===== src/hdl/stg_regs.vh =====
// Constants for the serial/timer glue block: decode ranges, offsets,
// control port fields, reset values and divider figures.
// Assumes inclusion by name from the design files.
`ifndef STG_REGS_VH
`define STG_REGS_VH
`define STG_CTRL_ADDR      8'h00
`define STG_SER_BASE       8'h10
`define STG_SER_LAST       8'h1f
`define STG_SER_DATA       8'h10
`define STG_SER_STAT       8'h12
`define STG_TMR_BASE       8'h40
`define STG_TMR_LAST       8'h4f
`define STG_TMR_CNT0       8'h40
`define STG_TMR_CNT1       8'h42
`define STG_TMR_CNT2       8'h44
`define STG_TMR_MODE       8'h46
`define STG_CTRL_RESET     8'h00
`define STG_BIT_KBD        0
`define STG_BIT_REMOTE_BAUD_CLOCK_SELECT     1
`define STG_BIT_TGATE      2
`define STG_BIT_TDATA      3
`define STG_BIT_RFSH       4
`define STG_BIT_FDCRST     5
`define STG_BIT_TMR0       6
`define STG_BIT_TMR1       7
`define STG_CPU_KHZ        8000
`define STG_SER_KHZ        2000
`define STG_T0_KHZ         1000
`define STG_DIV_STAGES     4
`define STG_ZERO8          8'h00
`endif


===== src/hdl/stg_glue.v =====
// Main-board glue around a serial port part and a three-channel timer part.
// Assumes the CPU presents one-cycle peripheral strobes synchronous to clk,
// and the serial and timer parts sit outside behind their select lines.
// Contract
// - Serial part decoded at 10h-1Fh, even only
// - Serial data at 10h, status/control at 12h
// - Serial part gets 2 MHz master clock
// - Timer part decoded at 40h-4Fh, even only
// - Counters at 40h/42h/44h, mode word 46h
// - Timer yields tone, baud clock, refresh pulses
// - Timer channel 0 at 1 MHz, others 2 MHz
// - Four halving stages from 8 MHz clock
// - Selected baud clock feeds both serial clocks
// - Control port bit map at 00h
// - Control port clears on reset
// - Serial interrupt is receive-ready OR transmit-ready
// - Receive-ready set on character, cleared on read
// - Transmit-empty high when idle, cleared by write
// - Invert six modem lines through the board
// - Gate and data high: tone from timer 0
// - Gate low: speaker follows data bit
// - Timer 2 output is refresh request
// - Refresh and timer baud pass only with bit 4
// - Strapped 8-bit board revision value readable
// - Bit 5 low drives disk reset active
`timescale 1ns/1ps
`include "stg_regs.vh"
module stg_glue (
    input  wire       clk,
    input  wire       rst_b,
    input  wire       cpuTick,
    input  wire [7:0] perAddr,
    input  wire [7:0] perWdata,
    input  wire       perWr,
    input  wire       perRd,
    output reg  [7:0] perRdata,
    output wire       perAck,
    output wire       serSel,
    output wire       serCmd,
    output wire       serWr,
    output wire       serRd,
    output wire [7:0] serWdata,
    input  wire [7:0] serRdata,
    input  wire       serRxReady,
    input  wire       serTxReady,
    input  wire       serTxEmpty,
    output reg        serClkTick,
    output reg        serBaudTick,
    input  wire       serTxd,
    input  wire       serRts,
    input  wire       serDtr,
    output wire       serRxd,
    output wire       serCts,
    output wire       serDsr,
    input  wire       rs232RxdN,
    input  wire       rs232CtsN,
    input  wire       rs232DsrN,
    input  wire       rs232ClkN,
    output reg        rs232TxdN,
    output reg        rs232RtsN,
    output reg        rs232DtrN,
    output wire       tmrSel,
    output wire [1:0] tmrIndex,
    output wire       tmrWr,
    output wire       tmrRd,
    output wire [7:0] tmrWdata,
    input  wire [7:0] tmrRdata,
    output reg  [2:0] tmrClkTick,
    input  wire [2:0] tmrOut,
    output reg        serialIrq,
    output reg        speakerOut,
    output reg        refreshReq,
    output reg        keyboardPowerOn,
    output reg        diskControllerResetN,
    output reg        cpuTimer0Enable,
    output reg        cpuTimer1Enable,
    input  wire [7:0] boardStrap,
    output reg  [7:0] boardRevision
);
    reg  [7:0] ctrl_reg;
    reg        strapTaken_reg;
    reg        remoteClk_reg;
    reg        baudLevel_reg;
    wire [3:0] stageTick;
    wire [3:0] stageLevel;
    wire       serHit;
    wire       tmrHit;
    wire       ctrlHit;
    wire       baudSrc;

    // Range decode answering only even addresses
    function inRange;
        input [7:0] addr;
        input [7:0] lo;
        input [7:0] hi;
        begin
            inRange = (addr >= lo) && (addr <= hi) && (addr[0] == 1'b0);
        end
    endfunction

    // Divider chain: stage 1 is 2 MHz, stage 2 is 1 MHz
    stg_divider uDiv (
        .clk        (clk),
        .rst_b      (rst_b),
        .cpuTick    (cpuTick),
        .stageTick  (stageTick),
        .stageLevel (stageLevel)
    );

    // Address decode; odd addresses fall through with no select
    assign serHit  = inRange(perAddr, `STG_SER_BASE, `STG_SER_LAST);
    assign tmrHit  = inRange(perAddr, `STG_TMR_BASE, `STG_TMR_LAST);
    assign ctrlHit = (perAddr == `STG_CTRL_ADDR);
    assign perAck  = perWr | perRd;

    // Serial part: A1 picks data or status/control, mirrored over the range
    assign serSel   = serHit & (perWr | perRd);
    assign serCmd   = perAddr[1];
    assign serWr    = serSel & perWr;
    assign serRd    = serSel & perRd;
    assign serWdata = perWdata;

    // Timer part: A2..A1 pick a counter or the mode word
    assign tmrIndex = perAddr[2:1];
    assign tmrSel   = tmrHit & (perWr | perRd);
    assign tmrWr    = tmrSel & perWr;
    assign tmrRd    = tmrSel & perRd & (perAddr[2:1] != 2'b11);
    assign tmrWdata = perWdata;

    // Read data: mode word and control port read as zero (no operation)
    always @(posedge clk or negedge rst_b) begin
        if (!rst_b) begin
            perRdata <= `STG_ZERO8;
        end else if (perRd) begin
            if (serHit) begin
                perRdata <= serRdata;
            end else if (tmrRd) begin
                perRdata <= tmrRdata;
            end else begin
                perRdata <= `STG_ZERO8; // Write-only latch reads nothing
            end
        end
    end

    // Control latch, loaded only by a write to 00h
    always @(posedge clk or negedge rst_b) begin
        if (!rst_b) begin
            ctrl_reg <= `STG_CTRL_RESET;
        end else if (perWr && ctrlHit) begin
            ctrl_reg <= perWdata;
        end
    end

    // Control bits out to the board, registered
    always @(posedge clk or negedge rst_b) begin
        if (!rst_b) begin
            keyboardPowerOn      <= 1'b0;
            diskControllerResetN <= 1'b0;
            cpuTimer0Enable      <= 1'b0;
            cpuTimer1Enable      <= 1'b0;
        end else begin
            keyboardPowerOn      <= ctrl_reg[`STG_BIT_KBD];
            diskControllerResetN <= ctrl_reg[`STG_BIT_FDCRST];
            cpuTimer0Enable      <= ctrl_reg[`STG_BIT_TMR0];
            cpuTimer1Enable      <= ctrl_reg[`STG_BIT_TMR1];
        end
    end

    // Clock enables for the serial and timer parts
    always @(posedge clk or negedge rst_b) begin
        if (!rst_b) begin
            serClkTick <= 1'b0;
            tmrClkTick <= 3'b000;
        end else begin
            serClkTick    <= stageTick[1];
            tmrClkTick[0] <= stageTick[2];
            tmrClkTick[1] <= stageTick[1];
            tmrClkTick[2] <= stageTick[1];
        end
    end

    // Baud source select; remote clock arrives inverted and is restored here.
    // Timer 1 output only passes while bit 4 is set.
    assign baudSrc = ctrl_reg[`STG_BIT_REMOTE_BAUD_CLOCK_SELECT] ? remoteClk_reg
                   : (tmrOut[1] & ctrl_reg[`STG_BIT_RFSH]);

    // Rising edge of the chosen baud level becomes one tick to both serial clocks
    always @(posedge clk or negedge rst_b) begin
        if (!rst_b) begin
            remoteClk_reg <= 1'b0;
            baudLevel_reg <= 1'b0;
            serBaudTick   <= 1'b0;
        end else begin
            remoteClk_reg <= ~rs232ClkN;
            baudLevel_reg <= baudSrc;
            serBaudTick   <= baudSrc & ~baudLevel_reg;
        end
    end

    // Modem lines are active low at the connector
    assign serRxd = ~rs232RxdN;
    assign serCts = ~rs232CtsN;
    assign serDsr = ~rs232DsrN;
    always @(posedge clk or negedge rst_b) begin
        if (!rst_b) begin
            rs232TxdN <= 1'b0;
            rs232RtsN <= 1'b1;
            rs232DtrN <= 1'b1;
        end else begin
            rs232TxdN <= ~serTxd;
            rs232RtsN <= ~serRts;
            rs232DtrN <= ~serDtr;
        end
    end

    // Serial interrupt; the flags themselves are kept by the serial part,
    // which sets ready on a character and clears it on a data read
    always @(posedge clk or negedge rst_b) begin
        if (!rst_b) begin
            serialIrq <= 1'b0;
        end else begin
            serialIrq <= serRxReady | serTxReady;
        end
    end

    // Speaker and refresh outputs driven from timer channels 0 and 2
    always @(posedge clk or negedge rst_b) begin
        if (!rst_b) begin
            speakerOut <= 1'b0;
            refreshReq <= 1'b0;
        end else begin
            if (!ctrl_reg[`STG_BIT_TGATE]) begin
                speakerOut <= ctrl_reg[`STG_BIT_TDATA];
            end else begin
                // Tone needs data bit too; gate-only leaves the speaker quiet
                speakerOut <= ctrl_reg[`STG_BIT_TDATA] & tmrOut[0];
            end
            refreshReq <= tmrOut[2] & ctrl_reg[`STG_BIT_RFSH];
        end
    end

    // Revision strap caught once after reset release, never under reset
    always @(posedge clk or negedge rst_b) begin
        if (!rst_b) begin
            strapTaken_reg <= 1'b0;
            boardRevision  <= `STG_ZERO8;
        end else if (!strapTaken_reg) begin
            strapTaken_reg <= 1'b1;
            boardRevision  <= boardStrap;
        end
    end

    // Transmit-empty is kept by the serial part and read through its status
    // port only; the board adds no logic to it
    wire unusedTxEmpty = serTxEmpty | stageLevel[0];
endmodule


===== src/hdl/stg_divider.v =====
// Four-stage binary divider producing one-cycle enable pulses.
// Assumes cpuTick marks each 8 MHz CPU clock period in the clk domain.
`timescale 1ns/1ps
`include "stg_regs.vh"
module stg_divider (
    input  wire       clk,
    input  wire       rst_b,
    input  wire       cpuTick,
    output reg  [3:0] stageTick,
    output wire [3:0] stageLevel
);
    reg [3:0] count_reg;
    // Each stage halves the previous; a tick marks a falling edge of that stage
    always @(posedge clk or negedge rst_b) begin
        if (!rst_b) begin
            count_reg <= 4'h0;
            stageTick <= 4'h0;
        end else begin
            stageTick <= 4'h0;
            if (cpuTick) begin
                count_reg    <= count_reg + 4'h1;
                stageTick[0] <= (count_reg[0] == 1'b1);
                stageTick[1] <= (count_reg[1:0] == 2'b11);
                stageTick[2] <= (count_reg[2:0] == 3'b111);
                stageTick[3] <= (count_reg == 4'hf);
            end
        end
    end
    assign stageLevel = count_reg; // 4, 2, 1 MHz and 500 kHz square waves
endmodule


===== config.mk =====
export PLATFORM = sky130hd
export DESIGN_NAME = stg_glue
export DESIGN_NICKNAME = d
export VERILOG_FILES = /design/src/hdl/stg_glue.v /design/src/hdl/stg_divider.v
export VERILOG_INCLUDE_DIRS = /design/src /design/src/hdl
export SDC_FILE = /design/constraint.sdc
export NUM_CORES = 1
export LEC_CHECK = 0
export CAP_MARGIN = 25
export CORE_ASPECT_RATIO = 0.75
export CORE_MARGIN = 2
export CORE_UTILIZATION = 40
export CTS_BUF_LIST = sky130_fd_sc_hd__clkbuf_8 sky130_fd_sc_hd__clkbuf_16
export DETAILED_ROUTE_END_ITERATION = 6
export DONT_BUFFER_PORTS = 1
export GPL_TIMING_DRIVEN = 0
export PLACE_DENSITY = 0.52
export RECOVER_POWER = 25
export SKIP_CTS_REPAIR_TIMING = 1
export SLEW_MARGIN = 10
export SYNTH_ARGS = -nofsm -noshare
export SYNTH_HDL_FRONTEND = slang
export SYNTH_SLANG_ARGS = --single-unit

===== constraint.sdc =====
create_clock -name clk -period 1.3 [get_ports clk]
set_input_delay 0.065 -clock clk [delete_from_list [all_inputs] [get_ports clk]]
set_output_delay 0.065 -clock clk [all_outputs]
set_load 0.01 [all_outputs]

==> results of run 1 <==
-- worst max-delay path, cell delays in order --
cell	delay, ps
nor4_1	490
and3_1	230
clkbuf_1	410
-- how the worst max path moves through the flow --
stage | start | endpoint | slack (ps) | cells after the start
6_report | perAddr[0] | serRd | 40 | 3
5_1_grt | perAddr[0] | serRd | -40 | 3
4_1_cts | perAddr[2] | ctrl_reg[6] | 20 | 3
3_5_place_dp | perAddr[2] | ctrl_reg[2] | -300 | 3
3_3_place_gp | perAddr[2] | ctrl_reg[1] | -260 | 3
2_1_floorplan | perAddr[2] | ctrl_reg[0] | -130 | 3
-- cell usage in the layout (no fill, tap or decap), types with 2 or more instances in the layout --
cell / netlist / layout
inv_1: 9 / 9
a221o_1: 8 / 8
nand2_1: 3 / 3
and3_1: 5 / 5
dfstp_2: 2 / 2
dlygate4sd3_1: 0 / 43
nor2b_1: 9 / 9
clkbuf_1: 4 / 23
clkbuf_8: 0 / 5
buf_4: 21 / 3
dfrtp_1: 43 / 43
and2_1: 3 / 3
clkinv_2: 0 / 2
mux2_2: 18 / 18
nor4_1: 2 / 2
-- power by group --
part	internal [uW]	switching [uW]	total, uW
Combinational	259	170	430
Sequential	1540	103	1650
Clock	371	458	829
-- per-stage QoR --
step	hold WS (ps)	instance area, um^2	setup slack [ps]	TNS, ps	util
2_1_floorplan	-231	1850	-126	-1010	-
3_3_place_gp	-230	1920	-264	-2710	0.430
3_5_place_dp	-230	1920	-301	-3250	0.430
4_1_cts	-552	2010	19.2	0	0.449
5_1_grt	155	2400	-41.3	-75.5	0.538
6_report	165	2400	38.5	0	0.538
-- cells by family after synthesis --
family | Yosys count | synth area share
simple gates | 27 | 0.0981
mux | 18 | 0.110
flops | 45 | 0.610
xor+xnor | 1 | 0.00474
buf+inv | 34 | 0.112
compound gates | 10 | 0.0501
fa+ha+maj | 2 | 0.0135
other cells | 1 | 0.00203
-- final cells by class --
class                   count  share of cell area
inverters                   9              0.0141
clock inverters             3             0.00729
well taps                  57              0.0297
flip-flops and latches     45               0.470
repair buffers             46               0.194
multi-input cells          59               0.215
clock buffers               5              0.0286
plain buffers              25              0.0422
-- metal layers --
layer / GRT usage / wire length (um)
met3: 0.0477 / 314
met2: 0.197 / 2010
met5: 0 / 0
met4: 0.0574 / 63
met1: 0.147 / 1410
==> metrics.csv, run 1 <==
stage;metric;value;unit
clock_tree;htreeDepth;2;
placement;detailed_place_hpwl;2400;um
clock_tree;cts_made_buffers;5;
job;drv_cap;0;
clock_tree;ctsRootBufferMaster;clkbuf_8;
sta;finalClockSkew;5.25;ps
outcome;status;finished clean;
final_layout;drive_gt1_frac;0.193;
yosys;syn_nets;198;
yosys;synth_area_per_cell;13.4;um^2
hold_path;hp-start;perAddr[4];
yosys;netlist_instances;138;
pwr;totalPowerFinal;2900;uW
final_layout;antenna_cells;0;
clock_tree;clockBufferDepth;2;
sta;tightest_slew;588;ps
yosys;synth_area_leaders;dfrtp_1, mux2_2, buf_4;
pwr;power_leakage;0.00112;uW
yosys;synth_edf_count;0;
clock_tree;clk_pin_slew;80;ps
final_layout;syn2layout_area_growth;30.0;%
yosys;synth_top_area_frac;0.582;
hold_path;hold_class;in -> reg;
yosys;async_flop_share;1.00;
setup_path;critical_path_class;in -> out;
floorplan;core_area;4470;um^2
yosys;synth_area;1850;um^2
global_routing;grt_overflow_total;0;
final_layout;regArea;1130;um^2
clock_tree;clkSinkCount;45;
pwr;cellPowerDensity;1210;nW/um^2
routing;wirelength;3800;um
yosys;synth_seq_area_share;0.610;
sta;setup_violations;0;
yosys;synth_most_common_cell;dfrtp_1;
hold_path;min_path_cells;3;
sta;slew_viol_final;0;
floorplan;die-area;5190;um^2
setup_path;r2r-start;strapTaken_reg;
setup_path;r2r_end;boardRevision[0];
floorplan;initial_core_util;0.414;
setup_path;arrival;1200;ps
clock_tree;cts_tree;yes;
sta;max_freq;0.793;GHz
setup_path;path_max_fanout;9;
yosys;ys.flop_type;dfrtp_1;
yosys;synth_cell_types;22;
hold_path;hold_path_end;ctrl_reg[7];
final_layout;multiInputGateArea;517;um^2
final_layout;nFillCells;415;
placement;io_buffers;0;
yosys;ys_warn_count;0;
routing;drtIter0Drc;18;
final_layout;fin_cells;249;
global_routing;track_usage;0.124;
clock_tree;clkLatencyLatePin;290;ps
routing;vias;1225;
setup_path;start_kind;input pin;
global_routing;antenna_found_initial;0;
yosys;synth-seq-cells;45;
sta;finalCritPeriodShare;0.970;
routing;ant_nets;0;
final_layout;nets;251;
setup_path;worstSetupEndpointType;primary output;
sta;hold_viol;0;
placement;gp_congestion;0.777;
setup_path;reg2reg_slack;80;ps
global_routing;grt_pass1_wl;4750;um
routing;wl_per_cell;15.2;um
sta;period_minus_slack;1260;ps
global_routing;grt_max_degree;46;
setup_path;cp.required;1240;ps
global_routing;grt_pass1_vias;1007;
floorplan;dieHeight;62.9;um
setup_path;rr_worst_depth;2;
pwr;vdd_drop_max;946;uV
sta;max_slew_margin;0.608;
routing;drtPass1Iterations;3;
yosys;synth_top_area_cell;dfrtp_1;
floorplan;ioPinCount;118;
floorplan;rows;21;
routing;drc;0;
placement;dp_cells;195;
routing;avgViaCountPerCell;4.92;
yosys;synth_common_cells;dfrtp_1, buf_4, mux2_2, inv_1, nor2b_1;
floorplan;die_w;82.5;um
Power figures use the tool's default switching activity.
==> inputs of run 2 (changes only) <==
- clock period: 1.3 -> 1.34 ns (I/O delays scaled with it)
==> run 2 against run 1 <==
- sequential share of layout area grew 0.64 points
- highest routed layer unchanged
- largest power group unchanged
- worst hold slack lost 82 ps
- total power shrank 4.1%
- cell count shrank 0.80%
- critical path depth is the same
- largest cell class unchanged
- combinational power shrank 9.8%
- first-iteration DRC count grew 50%
==> metrics.csv, run 2 (synthesis gave the netlist of run 1 again) <==
stage;metric;value;unit;change
outcome;status;finished clean;;unchanged
setup_path;worstSetupEndpointType;register;;was primary output
routing;ant_nets;0;;unchanged
routing;wl_per_cell;15.1;um;was 15.2 um
final_layout;syn2layout_area_growth;28.2;%;was 30.0%
sta;tightest_slew;952;ps;was 588 ps
global_routing;antenna_found_initial;0;;unchanged
floorplan;dieHeight;62.9;um;unchanged
placement;io_buffers;0;;unchanged
clock_tree;cts_tree;yes;;unchanged
setup_path;rr_worst_depth;3;;was 2
setup_path;cp.required;1510;ps;was 1240 ps
routing;drtPass1Iterations;4;;was 3
pwr;power_leakage;0.00111;uW;was 0.00112 uW
sta;finalClockSkew;4.07;ps;was 5.25 ps
setup_path;r2r_end;uDiv.stageLevel[2];;was boardRevision[0]
job;drv_cap;0;;unchanged
pwr;totalPowerFinal;2780;uW;was 2900 uW
setup_path;start_kind;input pin;;unchanged
clock_tree;cts_made_buffers;5;;unchanged
sta;period_minus_slack;1260;ps;
routing;drtIter0Drc;27;;was 18
routing;vias;1219;;was 1225
setup_path;arrival;1440;ps;was 1200 ps
setup_path;path_max_fanout;8;;was 9
clock_tree;htreeDepth;2;;unchanged
routing;avgViaCountPerCell;4.94;;was 4.92
routing;drc;0;;unchanged
floorplan;die_w;82.5;um;unchanged
clock_tree;clkSinkCount;45;;unchanged
sta;setup_ws;78.9;ps;was 38.5 ps
floorplan;rows;21;;unchanged
setup_path;critical_path_class;in -> reg;;was in -> out
global_routing;grt_max_degree;46;;unchanged
pwr;cellPowerDensity;1170;nW/um^2;was 1210 nW/um^2
hold_path;min_path_cells;2;;was 3
setup_path;reg2reg_slack;90;ps;was 80 ps
hold_path;hold_path_end;ctrl_reg[7];;unchanged
floorplan;core_area;4470;um^2;unchanged
placement;detailed_place_hpwl;2400;um;unchanged
sta;hold_viol;0;;unchanged
placement;gp_congestion;0.777;;unchanged
clock_tree;ctsRootBufferMaster;clkbuf_8;;unchanged
sta;finalCritPeriodShare;0.941;;
sta;rsz0062_at_grt;false;;
clock_tree;clk_pin_slew;80;ps;about the same
clock_tree;clkLatencyLatePin;290;ps;about the same
final_layout;final_cell_mix;dfrtp_1, dlygate4sd3_1, clkbuf_1;;unchanged
final_layout;drive_gt1_frac;0.179;;was 0.193
routing;wirelength;3740;um;was 3800 um
sta;max_slew_margin;0.365;;was 0.608
global_routing;track_usage;0.124;;unchanged
final_layout;nets;249;;was 251
floorplan;initial_core_util;0.414;;unchanged
final_layout;antenna_cells;0;;unchanged
pwr;vdd_drop_max;906;uV;was 946 uV
placement;dp_slack;-263;ps;was -301 ps
global_routing;grt_overflow_total;0;;unchanged
floorplan;ioPinCount;118;;unchanged
global_routing;grt_pass1_vias;1007;;unchanged
floorplan;die-area;5190;um^2;unchanged
sta;slew_viol_final;0;;unchanged
setup_path;r2r-start;uDiv.stageLevel[0];;was strapTaken_reg
clock_tree;clockBufferDepth;2;;unchanged
hold_path;hold_class;in -> reg;;unchanged
hold_path;hp-start;perAddr[4];;unchanged
sta;setup_violations;0;;unchanged
global_routing;grt_pass1_wl;4750;um;unchanged
sta;max_freq;0.793;GHz;
[run 2: changes by cell type in the layout (fill, tap and decap cells not counted)]
| cell | previous run | this run |
|---|---|---|
| clkbuf_4 | 1 | 0 |
| ha_2 | 1 | 0 |
| ha_1 | 1 | 2 |
| buf_2 | 0 | 1 |
| buf_4 | 3 | 2 |
| buf_12 | 1 | 0 |
[run 2: area by class of cell]
cell class,count,area (um^2)
buffer,25,101
multi-input combinational,59,514
sequential,45,1130
timing repair buffer,44,435
fill,418,2100
clock buffer,5,68.8
clock inverter,3,17.5
inverter,9,33.8
tap,57,71.3
[run 2: per-layer routing]
metal	share of wire	global-route usage	wire [um]	vias to the layer above
li1	-	-	-	543
met2	0.53	0.197	1970	69
met1	0.37	0.147	1390	598
met5	0	0	0	-
met4	0.017	0.0574	65	0
met3	0.084	0.0477	314	9
[run 2: report_power, final]
group / total (uW) / switching [uW] / internal [uW] / leakage, uW
Clock: 798 / 438 / 360 / 0.0000439
Sequential: 1600 / 102 / 1500 / 0.000581
Combinational: 388 / 158 / 230 / 0.000488
Total: 2780 / 699 / 2090 / 0.00111
[run 2: worst max-delay path by stage]
| stage | start | to | slack, ps |
|---|---|---|---|
| CTS | perAddr[2] | ctrl_reg[6] | 60 |
| detailed placement | perAddr[2] | ctrl_reg[2] | -260 |
| global route | rst_b | uDiv.stageLevel[0] | 3 |
| floorplan | perAddr[2] | ctrl_reg[0] | -90 |
| finish | perAddr[0] | ctrl_reg[1] | 80 |
| global placement | perAddr[2] | ctrl_reg[1] | -230 |
[run 2: through the flow]
step / hold slack [ps] / util / std cells / area, um^2 / TNS, ps
2_1_floorplan: -229 / - / 138 / 1850 / -704
3_3_place_gp: -228 / 0.430 / 195 / 1920 / -2110
3_5_place_dp: -228 / 0.430 / 195 / 1920 / -2640
4_1_cts: -550 / 0.449 / 203 / 2010 / 0
5_1_grt: 74.5 / 0.531 / 247 / 2370 / 0
6_report: 83.2 / 0.531 / 247 / 2370 / 0
[run 2: worst max-delay path: stages]
cell and delay, ps:
nor4_1 450, nor3b_4 530, mux2_2 390
